--- src/common/fm_synth_pkg.sv ---
package fm_synth_pkg;
	// register byte offsets
	localparam logic [2:0] CTRL_OFFSET = 3'h0;
	localparam logic [2:0] MOD_OFFSET  = 3'h4;

	// control register fields
	localparam int IDIV_LSB   = 26;
	localparam int ODIV_LSB   = 24;
	localparam int LDIV_LSB   = 16;
	localparam int PSW_BIT    = 8;
	localparam int UNLOCK_BIT = 6;
	localparam int LEVT_BIT   = 5;
	localparam int LOCK_BIT   = 4;
	localparam int FMASK_BIT  = 3;
	localparam int FFLAG_BIT  = 2;

	// modulation register fields
	localparam int SKIP_BIT   = 31;
	localparam int SPRD_BIT   = 29;
	localparam int PER_LSB    = 16;
	localparam int MODEN_BIT  = 15;
	localparam int INC_LSB    = 0;

	// reset values
	localparam logic [3:0]  IDIV_RESET = 4'h0;
	localparam logic [1:0]  ODIV_RESET = 2'h0;
	localparam logic [6:0]  LDIV_RESET = 7'h20;
	localparam logic [12:0] PER_RESET  = 13'h0000;
	localparam logic [14:0] INC_RESET  = 15'h0000;

	// divider encodings
	localparam logic [3:0] IDIV_INHIBIT = 4'hF;
	localparam logic [6:0] LDIV_MIN     = 7'h20;
	localparam logic [6:0] LDIV_MAX     = 7'h60;

	// timing counts
	localparam logic [1:0] STROBE_CYCLES = 2'h2;
	localparam logic [5:0] STEP8_CYCLES  = 6'h08;
	localparam logic [5:0] STEP4_CYCLES  = 6'h10;
	localparam logic [5:0] STEP2_CYCLES  = 6'h20;

	// system clock divide codes
	localparam logic [4:0] SYS_DIV8 = 5'h08;
	localparam logic [4:0] SYS_DIV4 = 5'h04;
	localparam logic [4:0] SYS_DIV2 = 5'h02;
	localparam logic [4:0] SYS_DIV1 = 5'h01;

	typedef enum logic [2:0] {
		SW_IDLE,
		SW_DIV8,
		SW_DIV4,
		SW_DIV2,
		SW_FULL
	} switch_state_e;
endpackage

--- src/logic/progressive_divider.sv ---
`timescale 1ns/1ns
`default_nettype none
module progressive_divider
	import fm_synth_pkg::*;
(
	input  wire logic       clk_i,      // reference clock
	input  wire logic       rst_i,      // synchronous reset
	input  wire logic       enable_i,   // progressive switching on
	input  wire logic       locked_i,   // filtered lock level
	input  wire logic       tick_i,     // one loop output cycle
	output logic      [4:0] sys_div_o   // system clock divide ratio
);
	switch_state_e state;
	logic [5:0]    count;
	logic          locked_q;

	always_ff @(posedge clk_i) begin
		if (rst_i) begin
			locked_q <= 1'b0;
		end else begin
			locked_q <= locked_i;
		end
	end

	// stepping starts on a lock rise; loss of lock waits for the next rise
	always_ff @(posedge clk_i) begin
		if (rst_i) begin
			state <= SW_IDLE;
			count <= 6'h00;
		end else if (!enable_i) begin
			state <= SW_IDLE;
			count <= 6'h00;
		end else if (!locked_i) begin
			state <= SW_IDLE;
			count <= 6'h00;
		end else begin
			case (state)
				SW_IDLE: begin
					if (locked_i && !locked_q) begin
						state <= SW_DIV8;
					end
					count <= 6'h00;
				end
				SW_DIV8: begin
					if (tick_i) begin
						if (count == STEP8_CYCLES - 6'h01) begin
							state <= SW_DIV4;
							count <= 6'h00;
						end else begin
							count <= count + 6'h01;
						end
					end
				end
				SW_DIV4: begin
					if (tick_i) begin
						if (count == STEP4_CYCLES - 6'h01) begin
							state <= SW_DIV2;
							count <= 6'h00;
						end else begin
							count <= count + 6'h01;
						end
					end
				end
				SW_DIV2: begin
					if (tick_i) begin
						if (count == STEP2_CYCLES - 6'h01) begin
							state <= SW_FULL;
							count <= 6'h00;
						end else begin
							count <= count + 6'h01;
						end
					end
				end
				SW_FULL: begin
					count <= 6'h00;
				end
				default: begin
					state <= SW_IDLE;
					count <= 6'h00;
				end
			endcase
		end
	end

	always_ff @(posedge clk_i) begin
		if (rst_i) begin
			sys_div_o <= SYS_DIV1;
		end else begin
			case (state)
				SW_DIV8: sys_div_o <= SYS_DIV8;
				SW_DIV4: sys_div_o <= SYS_DIV4;
				SW_DIV2: sys_div_o <= SYS_DIV2;
				default: sys_div_o <= SYS_DIV1;
			endcase
		end
	end
endmodule
`default_nettype wire

--- src/logic/freq_mod_pll_control.sv ---
`timescale 1ns/1ns
`default_nettype none
module freq_mod_pll_control
	import fm_synth_pkg::*;
(
	input  wire logic        clk_i,         // reference clock
	input  wire logic        rst_i,         // power-on reset, sync
	// classic wishbone slave
	input  wire logic        cyc_i,         // bus cycle
	input  wire logic        stb_i,         // strobe
	input  wire logic        we_i,          // write enable
	input  wire logic [2:0]  adr_i,         // byte address
	input  wire logic [3:0]  sel_i,         // byte lanes
	input  wire logic [31:0] dat_i,         // write data
	input  wire logic        supervisor_i,  // access privilege tag
	output logic      [31:0] dat_o,         // read data
	output logic             ack_o,         // normal end
	output logic             err_o,         // refused access
	// loop core side
	input  wire logic        lock_i,        // loop lock, asynchronous
	input  wire logic        powered_i,     // loop switched on, async
	input  wire logic        phi_tick_i,    // one loop output cycle
	output logic      [4:0]  input_ratio_o, // input divide ratio
	output logic             inhibit_o,     // input clock inhibit
	output logic      [4:0]  output_ratio_o,// output divide ratio
	output logic      [6:0]  loop_ratio_o,  // loop divide ratio
	output logic             loop_valid_o,  // loop code in range
	output logic      [4:0]  sys_div_o,     // system clock divide
	output logic             fail_o,        // external fail output
	output logic             strobe_o,      // modulation latch strobe
	output logic             mod_en_o,      // modulation active
	output logic             spread_o,      // spread type to core
	output logic      [12:0] period_o,      // modulation period
	output logic      [14:0] inc_o          // modulation increment
);
	////////////////////////////////////////////////////////////////
	logic [3:0]  input_divider_code;
	logic [1:0]  output_divider_code;
	logic [6:0]  loop_divider_code;
	logic        progressive_switch_enable;
	logic        unlock_once;
	logic        lock_event;
	logic        fail_mask;
	logic        fail_flag;
	logic        strobe_skip;
	logic        spread_type_select;
	logic [12:0] mod_period;
	logic        modulation_enable;
	logic [14:0] inc_step;

	logic [2:0]  lock_sync;
	logic [2:0]  pwr_sync;
	logic        locked;
	logic        powered;
	logic        locked_q;
	logic        mod_en_q;
	logic        lock_rise;
	logic        lock_fall;
	logic [1:0]  strobe_count;

	logic        req;
	logic        allowed;
	logic        mapped;
	logic        wr_ctrl;
	logic        wr_mod;
	logic [31:0] ctrl_word;
	logic [31:0] mod_word;
	logic [31:0] wmask;

	////////////////////////////////////////////////////////////////
	// pin synchronisers; a change counts once stages 2 and 3 agree
	always_ff @(posedge clk_i) begin
		if (rst_i) begin
			lock_sync <= 3'h0;
			pwr_sync  <= 3'h0;
		end else begin
			lock_sync <= {lock_sync[1:0], lock_i};
			pwr_sync  <= {pwr_sync[1:0], powered_i};
		end
	end

	always_ff @(posedge clk_i) begin
		if (rst_i) begin
			locked  <= 1'b0;
			powered <= 1'b0;
		end else begin
			if (lock_sync[1] == lock_sync[2]) begin
				locked <= lock_sync[2];
			end
			if (pwr_sync[1] == pwr_sync[2]) begin
				powered <= pwr_sync[2];
			end
		end
	end

	always_ff @(posedge clk_i) begin
		if (rst_i) begin
			locked_q <= 1'b0;
			mod_en_q <= 1'b0;
		end else begin
			locked_q <= locked;
			mod_en_q <= modulation_enable;
		end
	end

	// edges of the filtered lock level
	assign lock_rise = locked && !locked_q;
	assign lock_fall = !locked && locked_q;

	////////////////////////////////////////////////////////////////
	// wishbone decode
	assign req     = cyc_i && stb_i;
	assign allowed = supervisor_i;
	assign mapped  = (adr_i == CTRL_OFFSET) || (adr_i == MOD_OFFSET);
	assign wr_ctrl = req && ack_o && we_i && (adr_i == CTRL_OFFSET);
	assign wr_mod  = req && ack_o && we_i && (adr_i == MOD_OFFSET);

	always_comb begin
		wmask = {{8{sel_i[3]}}, {8{sel_i[2]}}, {8{sel_i[1]}}, {8{sel_i[0]}}};
	end

	// one-cycle answer; refused accesses end with err, nothing written
	always_ff @(posedge clk_i) begin
		if (rst_i) begin
			ack_o <= 1'b0;
			err_o <= 1'b0;
		end else begin
			ack_o <= req && !ack_o && !err_o && allowed && mapped;
			err_o <= req && !ack_o && !err_o && !(allowed && mapped);
		end
	end

	always_comb begin
		ctrl_word = 32'h0000_0000;
		ctrl_word[IDIV_LSB +: 4] = input_divider_code;
		ctrl_word[ODIV_LSB +: 2] = output_divider_code;
		ctrl_word[LDIV_LSB +: 7] = loop_divider_code;
		ctrl_word[PSW_BIT]       = progressive_switch_enable;
		ctrl_word[UNLOCK_BIT]    = unlock_once;
		ctrl_word[LEVT_BIT]      = lock_event;
		ctrl_word[LOCK_BIT]      = locked;
		ctrl_word[FMASK_BIT]     = fail_mask;
		ctrl_word[FFLAG_BIT]     = fail_flag;
	end

	always_comb begin
		mod_word = 32'h0000_0000;
		mod_word[SKIP_BIT]       = strobe_skip;
		mod_word[SPRD_BIT]       = spread_type_select;
		mod_word[PER_LSB +: 13]  = mod_period;
		mod_word[MODEN_BIT]      = modulation_enable;
		mod_word[INC_LSB +: 15]  = inc_step;
	end

	// read data captured with the request, shown beside ack
	always_ff @(posedge clk_i) begin
		if (rst_i) begin
			dat_o <= 32'h0000_0000;
		end else if (req && !ack_o && allowed && !we_i) begin
			if (adr_i == CTRL_OFFSET) begin
				dat_o <= ctrl_word;
			end else if (adr_i == MOD_OFFSET) begin
				dat_o <= mod_word;
			end else begin
				dat_o <= 32'h0000_0000;
			end
		end
	end

	////////////////////////////////////////////////////////////////
	// control register, plain fields
	always_ff @(posedge clk_i) begin
		if (rst_i) begin
			input_divider_code        <= IDIV_RESET;
			output_divider_code       <= ODIV_RESET;
			loop_divider_code         <= LDIV_RESET;
			progressive_switch_enable <= 1'b0;
			fail_mask                 <= 1'b0;
		end else if (wr_ctrl) begin
			if (sel_i[3]) begin
				input_divider_code  <= dat_i[IDIV_LSB +: 4];
				output_divider_code <= dat_i[ODIV_LSB +: 2];
			end
			if (sel_i[2]) begin
				loop_divider_code <= dat_i[LDIV_LSB +: 7];
			end
			if (sel_i[1]) begin
				progressive_switch_enable <= dat_i[PSW_BIT];
			end
			if (sel_i[0]) begin
				fail_mask <= dat_i[FMASK_BIT];
			end
		end
	end

	// sticky unlock, only reset clears it
	always_ff @(posedge clk_i) begin
		if (rst_i) begin
			unlock_once <= 1'b0;
		end else if (lock_fall) begin
			unlock_once <= 1'b1;
		end
	end

	// lock change event, set wins over clear
	always_ff @(posedge clk_i) begin
		if (rst_i) begin
			lock_event <= 1'b0;
		end else if (lock_rise || lock_fall) begin
			lock_event <= 1'b1;
		end else if (wr_ctrl && wmask[LEVT_BIT] && dat_i[LEVT_BIT]) begin
			lock_event <= 1'b0;
		end
	end

	// failure flag, set wins over clear
	always_ff @(posedge clk_i) begin
		if (rst_i) begin
			fail_flag <= 1'b0;
		end else if (lock_fall && powered) begin
			fail_flag <= 1'b1;
		end else if (wr_ctrl && wmask[FFLAG_BIT] && dat_i[FFLAG_BIT]) begin
			fail_flag <= 1'b0;
		end
	end

	assign fail_o = fail_flag && !fail_mask;

	////////////////////////////////////////////////////////////////
	// modulation register
	always_ff @(posedge clk_i) begin
		if (rst_i) begin
			strobe_skip        <= 1'b0;
			spread_type_select <= 1'b0;
			mod_period         <= PER_RESET;
			modulation_enable  <= 1'b0;
			inc_step           <= INC_RESET;
		end else if (wr_mod) begin
			if (sel_i[3]) begin
				strobe_skip        <= dat_i[SKIP_BIT];
				spread_type_select <= dat_i[SPRD_BIT];
				mod_period[12:8]   <= dat_i[PER_LSB + 8 +: 5];
			end
			if (sel_i[2]) begin
				mod_period[7:0] <= dat_i[PER_LSB +: 8];
			end
			if (sel_i[1]) begin
				modulation_enable <= dat_i[MODEN_BIT];
				inc_step[14:8]    <= dat_i[INC_LSB + 8 +: 7];
			end
			if (sel_i[0]) begin
				inc_step[7:0] <= dat_i[INC_LSB +: 8];
			end
		end
	end

	// latch strobe, held for a fixed number of reference cycles
	always_ff @(posedge clk_i) begin
		if (rst_i) begin
			strobe_count <= 2'h0;
		end else if ((modulation_enable && !mod_en_q && locked) ||
				(lock_rise && modulation_enable)) begin
			strobe_count <= STROBE_CYCLES;
		end else if (strobe_count != 2'h0) begin
			strobe_count <= strobe_count - 2'h1;
		end
	end

	assign strobe_o = (strobe_count != 2'h0);

	// settings seen by the core; triangle shape is fixed in the core
	always_ff @(posedge clk_i) begin
		if (rst_i) begin
			spread_o <= 1'b0;
			period_o <= PER_RESET;
			inc_o    <= INC_RESET;
		end else if (strobe_skip || strobe_o) begin
			spread_o <= spread_type_select;
			period_o <= mod_period;
			inc_o    <= inc_step;
		end
	end

	// modulation counts as active only while locked
	always_ff @(posedge clk_i) begin
		if (rst_i) begin
			mod_en_o <= 1'b0;
		end else begin
			mod_en_o <= modulation_enable && locked;
		end
	end

	////////////////////////////////////////////////////////////////
	// divider ratios
	// out-of-range loop codes are flagged only, never corrected
	always_ff @(posedge clk_i) begin
		if (rst_i) begin
			input_ratio_o  <= 5'h01;
			inhibit_o      <= 1'b0;
			output_ratio_o <= 5'h02;
			loop_ratio_o   <= LDIV_RESET;
			loop_valid_o   <= 1'b1;
		end else begin
			input_ratio_o  <= {1'b0, input_divider_code} + 5'h01;
			inhibit_o      <= (input_divider_code == IDIV_INHIBIT);
			output_ratio_o <= 5'h02 << output_divider_code;
			loop_ratio_o   <= loop_divider_code;
			loop_valid_o   <= (loop_divider_code >= LDIV_MIN) &&
				(loop_divider_code <= LDIV_MAX);
		end
	end

	progressive_divider u_progressive (
		.clk_i     (clk_i),
		.rst_i     (rst_i),
		.enable_i  (progressive_switch_enable),
		.locked_i  (locked),
		.tick_i    (phi_tick_i),
		.sys_div_o (sys_div_o)
	);
endmodule
`default_nettype wire

--- config.mk ---
export PLATFORM = sky130hd
export DESIGN_NAME = freq_mod_pll_control
export DESIGN_NICKNAME = d
export VERILOG_FILES = /design/src/common/fm_synth_pkg.sv /design/src/logic/progressive_divider.sv /design/src/logic/freq_mod_pll_control.sv
export SDC_FILE = /design/constraint.sdc
export NUM_CORES = 1
export LEC_CHECK = 0
export BUFFER_PORTS_ARGS = -buffer_cell sky130_fd_sc_hd__buf_2
export CAP_MARGIN = 20
export CORE_ASPECT_RATIO = 1.1
export CORE_MARGIN = 2
export CORE_UTILIZATION = 46
export CTS_BUF_LIST = sky130_fd_sc_hd__clkbuf_16
export DETAILED_ROUTE_END_ITERATION = 8
export PLACE_DENSITY = 0.73
export SYNTH_ARGS = -nofsm -noshare
export SYNTH_HDL_FRONTEND = slang
export SYNTH_SLANG_ARGS = --single-unit
--- constraint.sdc ---
create_clock -name clk_i -period 3.9 [get_ports clk_i]
set_input_delay 0.78 -clock clk_i [delete_from_list [all_inputs] [get_ports clk_i]]
set_output_delay 0.78 -clock clk_i [all_outputs]
set_load 0.01 [all_outputs]
# == Yosys cells after proc, flatten, opt, wreduce, memory -nomap -nowiden ==
# Index checks and enable logic that the tools add are counted.
# word_totals
word_cells,144
input_bits,48
regBits,158
# op_classes
eq_ne,18
shifts,1
n_bitwise,3
mux,24
n_reduce_logical,55
order_cmp,2
addsub,3
# ops
operator,n
2-to-1 mux 32 bit,2
2-to-1 mux 6 bit,6
logical AND 1 bit,25
2-to-1 mux 3 bit,7
case mux 6 bit (3 select lines),1
AND reduction 2 bit,8
case mux 3 bit (5 select lines),1
case mux 4 bit (3 select lines),1
zero test 1 bit,8
"inequality test 2 bit, second input constant",4
AND reduction 8 bit,1
nonzero test 2 bit,4
"greater-or-equal comparator 7 x 6 -> 1 bit, second input constant",1
"<= comparator 7 bit, second input constant",1
"adder 6 x 1 -> 6 bit, second input constant",1
"== test 3 x 2 -> 1 bit, second input constant",2
"== test 3 bit, second input constant",2
"== test 6 x 3 -> 1 bit, second input constant",1
"== test 6 x 4 -> 1 bit, second input constant",1
"== test 6 x 5 -> 1 bit, second input constant",1
zero test 3 bit,2
"inequality test 2 x 1 -> 1 bit, second input constant",3
"adder 4 x 1 -> 5 bit, second input constant",1
"left shift 2 x 2 -> 5 bit, first input constant",1
11 further kinds,21

# == Logic depth before layout (Yosys ltp) ==
# Gate-level depths: netlist (run 1).
# logic_depth
ltp_word,8
mapped_depth,6
depth_no_buf,6

# == Hierarchy ==
# A second synthesis (run 1) with hierarchy kept.
# hier_totals
cells_unflattened,694
area_unflattened_um2,6247.2
# modules_own_cells
module,area_per_inst_um2,cells_each,instances
freq_mod_pll_control,5500.3,614,1
progressive_divider,747.0,80,1

# == Least setup slack after synthesis (run 1) ==
# No wires, ideal clock.
# synth_timing
kind,input-to-reg
startpoint,input we_i
endpoint,register mod_period[5]
setup_slack_ns,1.905
stages,5
arrival_time_ns,1.924
setup_time_ns,0.070
n_path_buf,1
path_cell_list,nand4_1 > nor4b_2 > clkbuf_1 > nand3_1 > a21oi_1
# synth_between
elab_chain_len,3
# synth_rtl
item,line_no,text
"start, declared",freq_mod_pll_control.sv:11,"input wire logic we_i,"
logical AND 1 bit (2 in a row),freq_mod_pll_control.sv:116,assign wr_mod = req && ack_o && we_i && (adr_i == MOD_OFFSET);
AND reduction 2 bit (no source line),--,
"end signal, assigned",freq_mod_pll_control.sv:245,mod_period[7:0] <= dat_i[PER_LSB +: 8];
"end, declared",freq_mod_pll_control.sv:47,logic [12:0] mod_period;
# No other way between the ends.
# A chain may end at the register's enable or synchronous reset.

# == Worst setup path in the final report (run 1) ==
# layout_timing
startpoint,input we_i
endpoint,register inc_step[9]
# layout_between
elab_chain_len,3
# layout_rtl
item,line_no,text
logical AND 1 bit (2 in a row),freq_mod_pll_control.sv:116,
AND reduction 2 bit (no source line),--,
"end signal, assigned",freq_mod_pll_control.sv:249,inc_step[14:8] <= dat_i[INC_LSB + 8 +: 7];
"end, declared",freq_mod_pll_control.sv:49,logic [14:0] inc_step;
# No other way between the ends.

==> results of run 1 <==
[critical path, delay by kind of cell]
kind / cells / cell delay, ns
compound gates: 1 / 0.08
buf+inv: 1 / 0.11
simple gates: 4 / 1.57
[cells in the final DEF (no fill, tap or decap), types with 3 or more instances in the layout]
cell and instances:
inv_6 3, nor3_1 25, nand2_1 139, dfxtp_1 154
or3_1 3, buf_2 132, o21ai_0 7, inv_1 3
or2_2 3, conb_1 3, nand2b_1 5, a221oi_1 20
nand3_1 67, nor3b_1 3, clkbuf_16 17, nor2_1 34
buf_4 9, a21oi_1 94, nand3b_1 3, inv_8 5
ha_1 4, clkinv_4 3, nor2b_1 16
[power by group]
| part | switching [mW] | leakage, nW | internal (mW) |
|---|---|---|---|
| Clock | 0.713 | 0.298 | 0.971 |
| Sequential | 0.00517 | 1.24 | 1.58 |
| Combinational | 0.0730 | 1.22 | 0.0376 |
[sequential cells by signal, indices dropped and copies added (netlist names), 2 cells and up]
register	count
loop_divider_code	7
u_progressive.state	3
input_divider_code	4
inc_o	15
inc_step	15
output_divider_code	2
lock_sync	3
u_progressive.count	6
u_progressive.sys_div_o	4
output_ratio_o	4
input_ratio_o	5
period_o	13
pwr_sync	3
loop_ratio_o	7
mod_period	13
dat_o	31
strobe_count	2
[through the flow]
step,util,hold slack [ns],cells,worst slack (ns)
final,0.585,0.436,946,1.63
after global routing,0.585,0.457,945,1.51
after CTS,0.583,0.443,944,1.64
after detailed placement,0.532,0.432,912,1.20
after global placement,0.531,0.419,911,1.25
after floorplan,-,0.412,667,1.91
[final cells by class]
| cell class | count | area, um^2 | share of cell area |
|---|---|---|---|
| Clock inverter | 15 | 181 | 0.0258 |
| Antenna cell | 1 | 2.50 | 0.000355 |
| Tap cell | 154 | 193 | 0.0274 |
| Clock buffer | 17 | 425 | 0.0604 |
| Inverter | 3 | 11.3 | 0.00160 |
| Sequential cell | 154 | 3080 | 0.438 |
| Multi-Input combinational cell | 459 | 2380 | 0.337 |
| Timing Repair Buffer | 143 | 771 | 0.109 |
[worst min path at each step]
stage,cells after the start,slack (ns),endpoint
floorplan,1,0.41,input_ratio_o[0]$_SDFF_PP1_
global placement,1,0.42,pwr_sync[1]$_SDFF_PP0_
detailed placement,1,0.43,lock_sync[1]$_SDFF_PP0_
CTS,1,0.44,lock_sync[1]$_SDFF_PP0_
global route,1,0.46,lock_sync[1]$_SDFF_PP0_
finish,1,0.44,lock_sync[1]$_SDFF_PP0_
[routing by layer]
metal / global-route usage / vias up / wire length (um)
met4: 0.104 / 0 / 339
li1: - / 2515 / -
met1: 0.266 / 2445 / 5790
met2: 0.387 / 183 / 7550
met5: 0 / - / 0
met3: 0.0566 / 26 / 979
[cells by family (layout without fill, tap and decap cells)]
| kind of cell | count (synthesis) | in the layout | synth area share |
|---|---|---|---|
| XOR/XNOR | 4 | 4 | 0.00620 |
| AND/OR/NAND/NOR | 317 | 317 | 0.262 |
| AO/OA/AOI/OAI | 130 | 130 | 0.135 |
| buffers and inverters | 54 | 178 | 0.0392 |
| multiplexers | 1 | 1 | 0.00177 |
| adder cells (fa/ha/maj) | 4 | 4 | 0.00886 |
| other | 1 | 4 | 0.000664 |
| flip-flops | 154 | 154 | 0.546 |
==> summary.md, run 1 <==
At the end of routability-driven placement, the weighted congestion stood at 0.891. By area the synthesized netlist is led by dfxtp_1 (55%), nand2_1 (9.2%), a21oi_1 (8.3%). The net count of the finished layout is 830. Counting instances in the post-synthesis netlist gives the leading cell types as dfxtp_1 (154), nand2_1 (139), a21oi_1 (94). Last element of the critical path: inc_step[9]$_SDFFE_PP0P_. Dividing the detail-routed wire length by the instance count gives 15.5 um.

The violation count after the first detailed-routing iteration is 455. The detail-routed via count per cell is 5.46, and the worst vdd rail ir drop is 0.241 mV. The routed design could run at a clock period as short as 2.27 ns. Among all cell types in the netlist, the one instantiated most often is dfxtp_1. Portion of the clock cycle consumed by the worst path in the final layout: 0.582. In this run the power density over the cells is 480 mW/mm^2. In this run the post-CTS setup repair buffer count came out at 0.

The first detailed-routing pass ran for 5 iterations. Share of the synthesized area in the top cell type: 0.546. Number of failing hold endpoints at the final stage: 0. The most numerous cell type found on the critical path is nand2_1. Summed over all failing endpoints, the final setup total negative slack is 0 ns. Data on the critical path arrives at its endpoint at 2.54 ns. Global routing finished with a remaining overflow of 0.

Cell with the largest stage delay on the worst path: nor4b_4. Clock-pin slew was measured on the worst setup and hold paths at 0.07 ns. The clock insertion delay at the later pin of the skew report came out at 0.42 ns. From bottom edge to top edge, the die measures 120 um. The number of buffers inserted for hold repair after clock tree synthesis was 0. The tools report the synthesized instance count as 665.

The number of cells on the worst reg-to-reg path is 5. The max-slew violation total from the final report is 0, and the maximum cell stage delay along the critical path is 0.77 ns. For the worst setup path, the data required time is 4.17 ns.

Clock tree synthesis found a total of 154 sinks. The floorplan step defined a die boundary enclosing 0.0132 mm^2. The dominant synthesized flop cell was dfxtp_1.

The run gives 0.227 as the total routing usage reported by global routing. The effective utilization at floorplan is 0.469, and the number of I/O pins is 138. From left edge to right edge, the die measures 110 um. The run gives 98 as the largest net degree at the start of global routing. The total chip power was 3.38 mW. Leading area contributor after synthesis: dfxtp_1. The run gives 0.285 as the tightest slew margin relative to the limit.

The detail route stage leaves a number of antenna-violating nets equal to 0. The reg-to-reg setup timing slack came out at 1.69 ns. The number of CTS-inserted buffers is 17. The number of violations of the max-capacitance limit is 0. The routed design has 14.7 mm of wire. Summed over all nets, the half-perimeter wirelength after detailed placement is 10.2 mm.

The startpoint identified for the worst hold timing path is lock_sync[0]$_SDFF_PP0_. The fraction of layout instances using a drive strength above 1 works out to 0.234. The flow ran to the end, and the final reports show no timing, DRC or antenna violations.

STA classifies the critical path startpoint as an input port. The number of gates given a new drive strength after cts was 0. The initial antenna violation count came out at 0. In this run the worst path has a maximum fanout of 14. Clock tree synthesis selected as its root buffer the cell clkbuf_16.

The tools report the worst setup skew after layout as 0.00930 ns. The synthesized netlist occupies a cell area of 0.00565 mm^2. TritonCTS built the clock tree. The startpoint identified for the worst register-to-register timing path is ack_o$_SDFF_PP0_. Setup repair after global routing left no endpoint under its margin. Dividing the synthesized area by the synthesized cell count gives 8.49 um^2.

Area of the core: 0.0120 mm^2. The final non-filler cell area was 0.00704 mm^2. The number of buffer cells added on primary ports is 133, and the layout overhead on the synthesized area is 24.7%. The fraction of the yosys area taken by sequential cells is 0.546.

The filler cells instantiated in the layout total 1087. In this run the cell area measured after placement is 0.00641 mm^2. Share of flip-flops with an asynchronous set or reset: 0. Capture point of the worst reg-to-reg path: inc_step[9]$_SDFFE_PP0P_. The signal on the critical path passes through buf_2, nand4_1, nor4b_4, nand2_1, nand2_1, a21oi_1. Fmax: 440 MHz. Counting along the longest clock path gives a buffer depth of 2.

The cell leakage power is 2.76 nW, and the distinct cell type count after synthesis is 46. The number of global-route vias before repair is 4808, and the final-report setup violation count is 0. The transition time at the pin with the least slew margin is 1.07 ns. For this run, design rule violations remaining after detail routing come to 0.

The type of the worst min-delay path was reg -> reg. The clock tree synthesis step divided the H-tree into 4 levels. The critical path in this run is classified as in -> reg.

The initialized floorplan defines 42 standard-cell rows. In this run, synthesis produced a sequential element count of 154. The critical path starts at we_i.

STA classifies the critical path endpoint as a register. The routed layout has 5169 vias. The logs give 23.1 mm for the wire length of the first global-routing pass and 0 for the synthesis warning total. The number of enable flip-flop cells after synthesis is 0.
Power figures use the tool's default switching activity.
==> run 2, diff against run 1 <==
- ABC_AREA: default -> 1
- PLACE_DENSITY: 0.73 -> 0.76
- clock period: 3.9 -> 1.99 ns (I/O delays scaled with it)
==> run 2 against run 1 <==
- synthesized area increased by 0.51%
- setup slack got worse by 1.2 ns
- routed wire length decreased by 8.7%
- die area increased by 0.50%
- critical path depth increased by 3
- highest routed layer unchanged
- register-to-register slack got worse by 1.3 ns
- cell area decreased by 0.71%
- flip-flop and latch count unchanged
- first-iteration DRC count decreased by 53%
- synthesized cell count increased by 4.8%
- combinational power increased by 120%
- clock skew decreased by 0.00073 ns
==> summary.md, run 2 <==
The run finished with clean final reports. After filler insertion, the fill cell instance count of the layout stands at 1104. STA classifies the critical path startpoint as a register. The logs give 0.543 for the fraction of the yosys area taken by sequential cells and 0.0132 mm^2 for the die area.

The number of enable flip-flop cells after synthesis is 0, and the number of failing hold endpoints at the final stage is 0. During synthesis, Yosys emitted a total of 0 warnings. For the level count of the clock H-tree, the log shows 4.

Summing all multi-input logic gate instances after layout gives 0.00208 mm^2. Yosys attributes the largest share of cell area to dfxtp_1 (54%), o21ai_0 (8.3%), a21oi_1 (7.8%). The largest buffer count on any clock path was 2. Once placement finished, the instance area stood at 0.00644 mm^2.

The maximum net fanout on the critical path is 5, and the overall routed net length is 13.4 mm. Buffer cell driving the clock tree root: clkbuf_16. The final-report setup violation count is 0, and the effective utilization at floorplan is 0.472. The worst setup skew after layout came out at 0.00856 ns.

The register with the most flip-flops in the final layout is dat_o. The setup path with the least slack is of type reg -> reg. The first global-routing pass estimated 21.7 mm of wire. The post-synthesis average cell area is 8.15 um^2, and the clock insertion delay at the later pin of the skew report is 0.42 ns.

The tools report the reg-to-reg startpoint as u_progressive.count[0]$_SDFFE_PP0P_. The detailed-route DRC error count came out at 0. The ratio of total power to cell area is 910 mW/mm^2, and the fmax is 645 MHz. For the violation count after the first detailed-routing iteration, the log shows 213. The share of flip-flops with an asynchronous set or reset is 0, and the fraction of layout instances using a drive strength above 1 is 0.228. The endpoint identified for the worst register-to-register timing path is u_progressive.state[1]$_SDFFE_PP0P_. TritonCTS created 17 clock buffers. The cell area that synthesis handed to floorplanning was 0.00568 mm^2.

The logs give 0 for the number of buffers inserted for hold repair after clock tree synthesis and 0 ns for the final setup TNS. STA classifies the critical path endpoint as a register. The share of the synthesized area in the top cell type was 0.543; the area of the core was 0.0120 mm^2. The most common cell after layout, fill and taps aside was dfxtp_1. Setup repair after global routing left no endpoint under its margin. The width of the chip was 110 um; the endpoint arrival time on the critical path was 1.90 ns.

The biggest area contributor in the post-synthesis netlist is dfxtp_1. The most frequently used cell type in the post-synthesis netlist was dfxtp_1. Entering global routing, the biggest net connects 61 pins. The first detailed-routing pass took 4 iterations. The clock input transition at the sequential cells of the worst setup and hold paths was 0.06 ns; the net count of the finished layout was 874. Counting I/O delays and the setup requirement, the final critical path takes 1.55 ns. Counting every instance in the synthesized netlist gives 697. The reg-to-reg setup timing slack is 0.44 ns, and the detail-routed via count per cell is 4.95. The worst register-to-register path has a depth of 9. TritonCTS built the clock tree. The per-cell routed wire length works out to 13.5 um. The count of nets left with antenna violations once routing finished came out at 0. The type of the worst min-delay path was in -> reg. At the worst endpoint, the required time is 2.34 ns.

The logs give 0.505 mV for the worst vdd rail ir drop and 27 for the distinct cell type count after synthesis. The final non-filler cell area was 0.00699 mm^2. The largest registers in the layout are dat_o: 31 flops, inc_o: 15 flops, inc_step: 15 flops. The logs give 0 for the leftover overflow at the end of global routing and 0 for the max-slew violation total from the final report. The number of violations of the max-capacitance limit was 0; the cell leakage power was 2.99 nW. For the number of global-route vias before repair, the log shows 4626. The initial antenna violation count was 1.

Among all flip-flop cells after synthesis, the most frequent one is dfxtp_1. Counting instances, the worst hold path has a depth of 2. For the total routing usage reported by global routing, the log shows 0.210. The final estimated routing congestion in global placement was 0.809. Count of buffers added by post-CTS timing repair for setup: 0. The commonest cells after synthesis are dfxtp_1 (154), o21ai_0 (94), a21oi_1 (88). The flip-flop count of the largest register, all copies and words added is 31, and the number of I/O pins is 138. The area growth from synthesis to layout is 23.2%.

Summed over all nets, the half-perimeter wirelength after detailed placement is 9.37 mm. The synthesized design contains 154 register bits. The worst hold path terminates at err_o$_SDFF_PP0_.

The count of buffers added on input and output ports is 133. The vias after detailed routing was 4898; the storage element area was 0.00308 mm^2. The initialized floorplan defines 42 standard-cell rows. The portion of the clock cycle consumed by the worst path in the final layout works out to 0.779. The number of gates resized after CTS was 0. CTS saw 154 sinks.

The top cell types in the final layout, fill and taps aside, are dfxtp_1 (154), buf_2 (133), o21ai_0 (94), a21oi_1 (88). The chip height is 121 um. The startpoint identified for the worst hold timing path is supervisor_i.
-- run 2: power by group --
part / internal (mW) / switching, mW
Clock: 1.71 / 1.28
Sequential: 3.11 / 0.0144
Combinational: 0.0932 / 0.153
Total: 4.92 / 1.45
-- run 2: worst max-delay path: stages (launching register included) --
cell and delay, ns:
dfxtp_1 0.37, ha_1 0.20, nand2_1 0.10, nor2_2 0.15
nand2_1 0.07, nand2_1 0.13, nand3_2 0.15, nor2_1 0.15
nor2_1 0.06, nor2_1 0.09
-- run 2: per-layer routing --
layer  up-vias  routed length [um]  global-route usage
met3        15                 941              0.0722
met5         -                   0                   0
met1      2191                6070               0.262
li1       2555                   -                   -
met4         0                 207              0.0767
met2       137                6170               0.332
-- run 2: cell families (layout without fill, tap and decap cells) --
kind of cell | Yosys count | in the layout | share of synthesized area
flops | 154 | 154 | 0.543
simple gates | 178 | 178 | 0.142
fa+ha+maj | 4 | 4 | 0.00881
compound gates | 237 | 237 | 0.214
buf+inv | 123 | 259 | 0.0919
other cells | 1 | 4 | 0.000660
-- run 2: worst max path at each step --
stage	start	end	slack [ns]	cells past startpoint
floorplan	adr_i[1]	modulation_enable$_SDFFE_PP0P_	0.68	7
global placement	adr_i[1]	mod_period[8]$_SDFFE_PP0P_	0.17	7
detailed placement	adr_i[1]	mod_period[8]$_SDFFE_PP0P_	0.15	7
CTS	u_progressive.count[0]$_SDFFE_PP0P_	u_progressive.state[1]$_SDFFE_PP0P_	0.44	9
global route	u_progressive.count[0]$_SDFFE_PP0P_	u_progressive.state[2]$_SDFFE_PP0P_	0.27	9
finish	u_progressive.count[0]$_SDFFE_PP0P_	u_progressive.state[1]$_SDFFE_PP0P_	0.44	9
-- run 2: layout make-up --
class,instances,area share
Clock inverter,15,0.0184
Inverter,81,0.0435
Sequential cell,154,0.441
Antenna cell,1,0.000358
Clock buffer,17,0.0608
Timing Repair Buffer,146,0.111
Tap cell,154,0.0276
Multi-Input combinational cell,422,0.298
-- run 2: through the flow --
step	setup WS, ns	utilization	hold slack (ns)	power, mW	std cells
3_3_place_gp	0.173	0.535	0.401	3.44	957
2_1_floorplan	0.678	-	0.388	3.33	699
4_1_cts	0.443	0.581	0.176	6.41	989
3_5_place_dp	0.146	0.535	0.399	3.44	957
6_report	0.439	0.581	0.191	6.37	990
5_1_grt	0.273	0.581	0.186	6.57	990
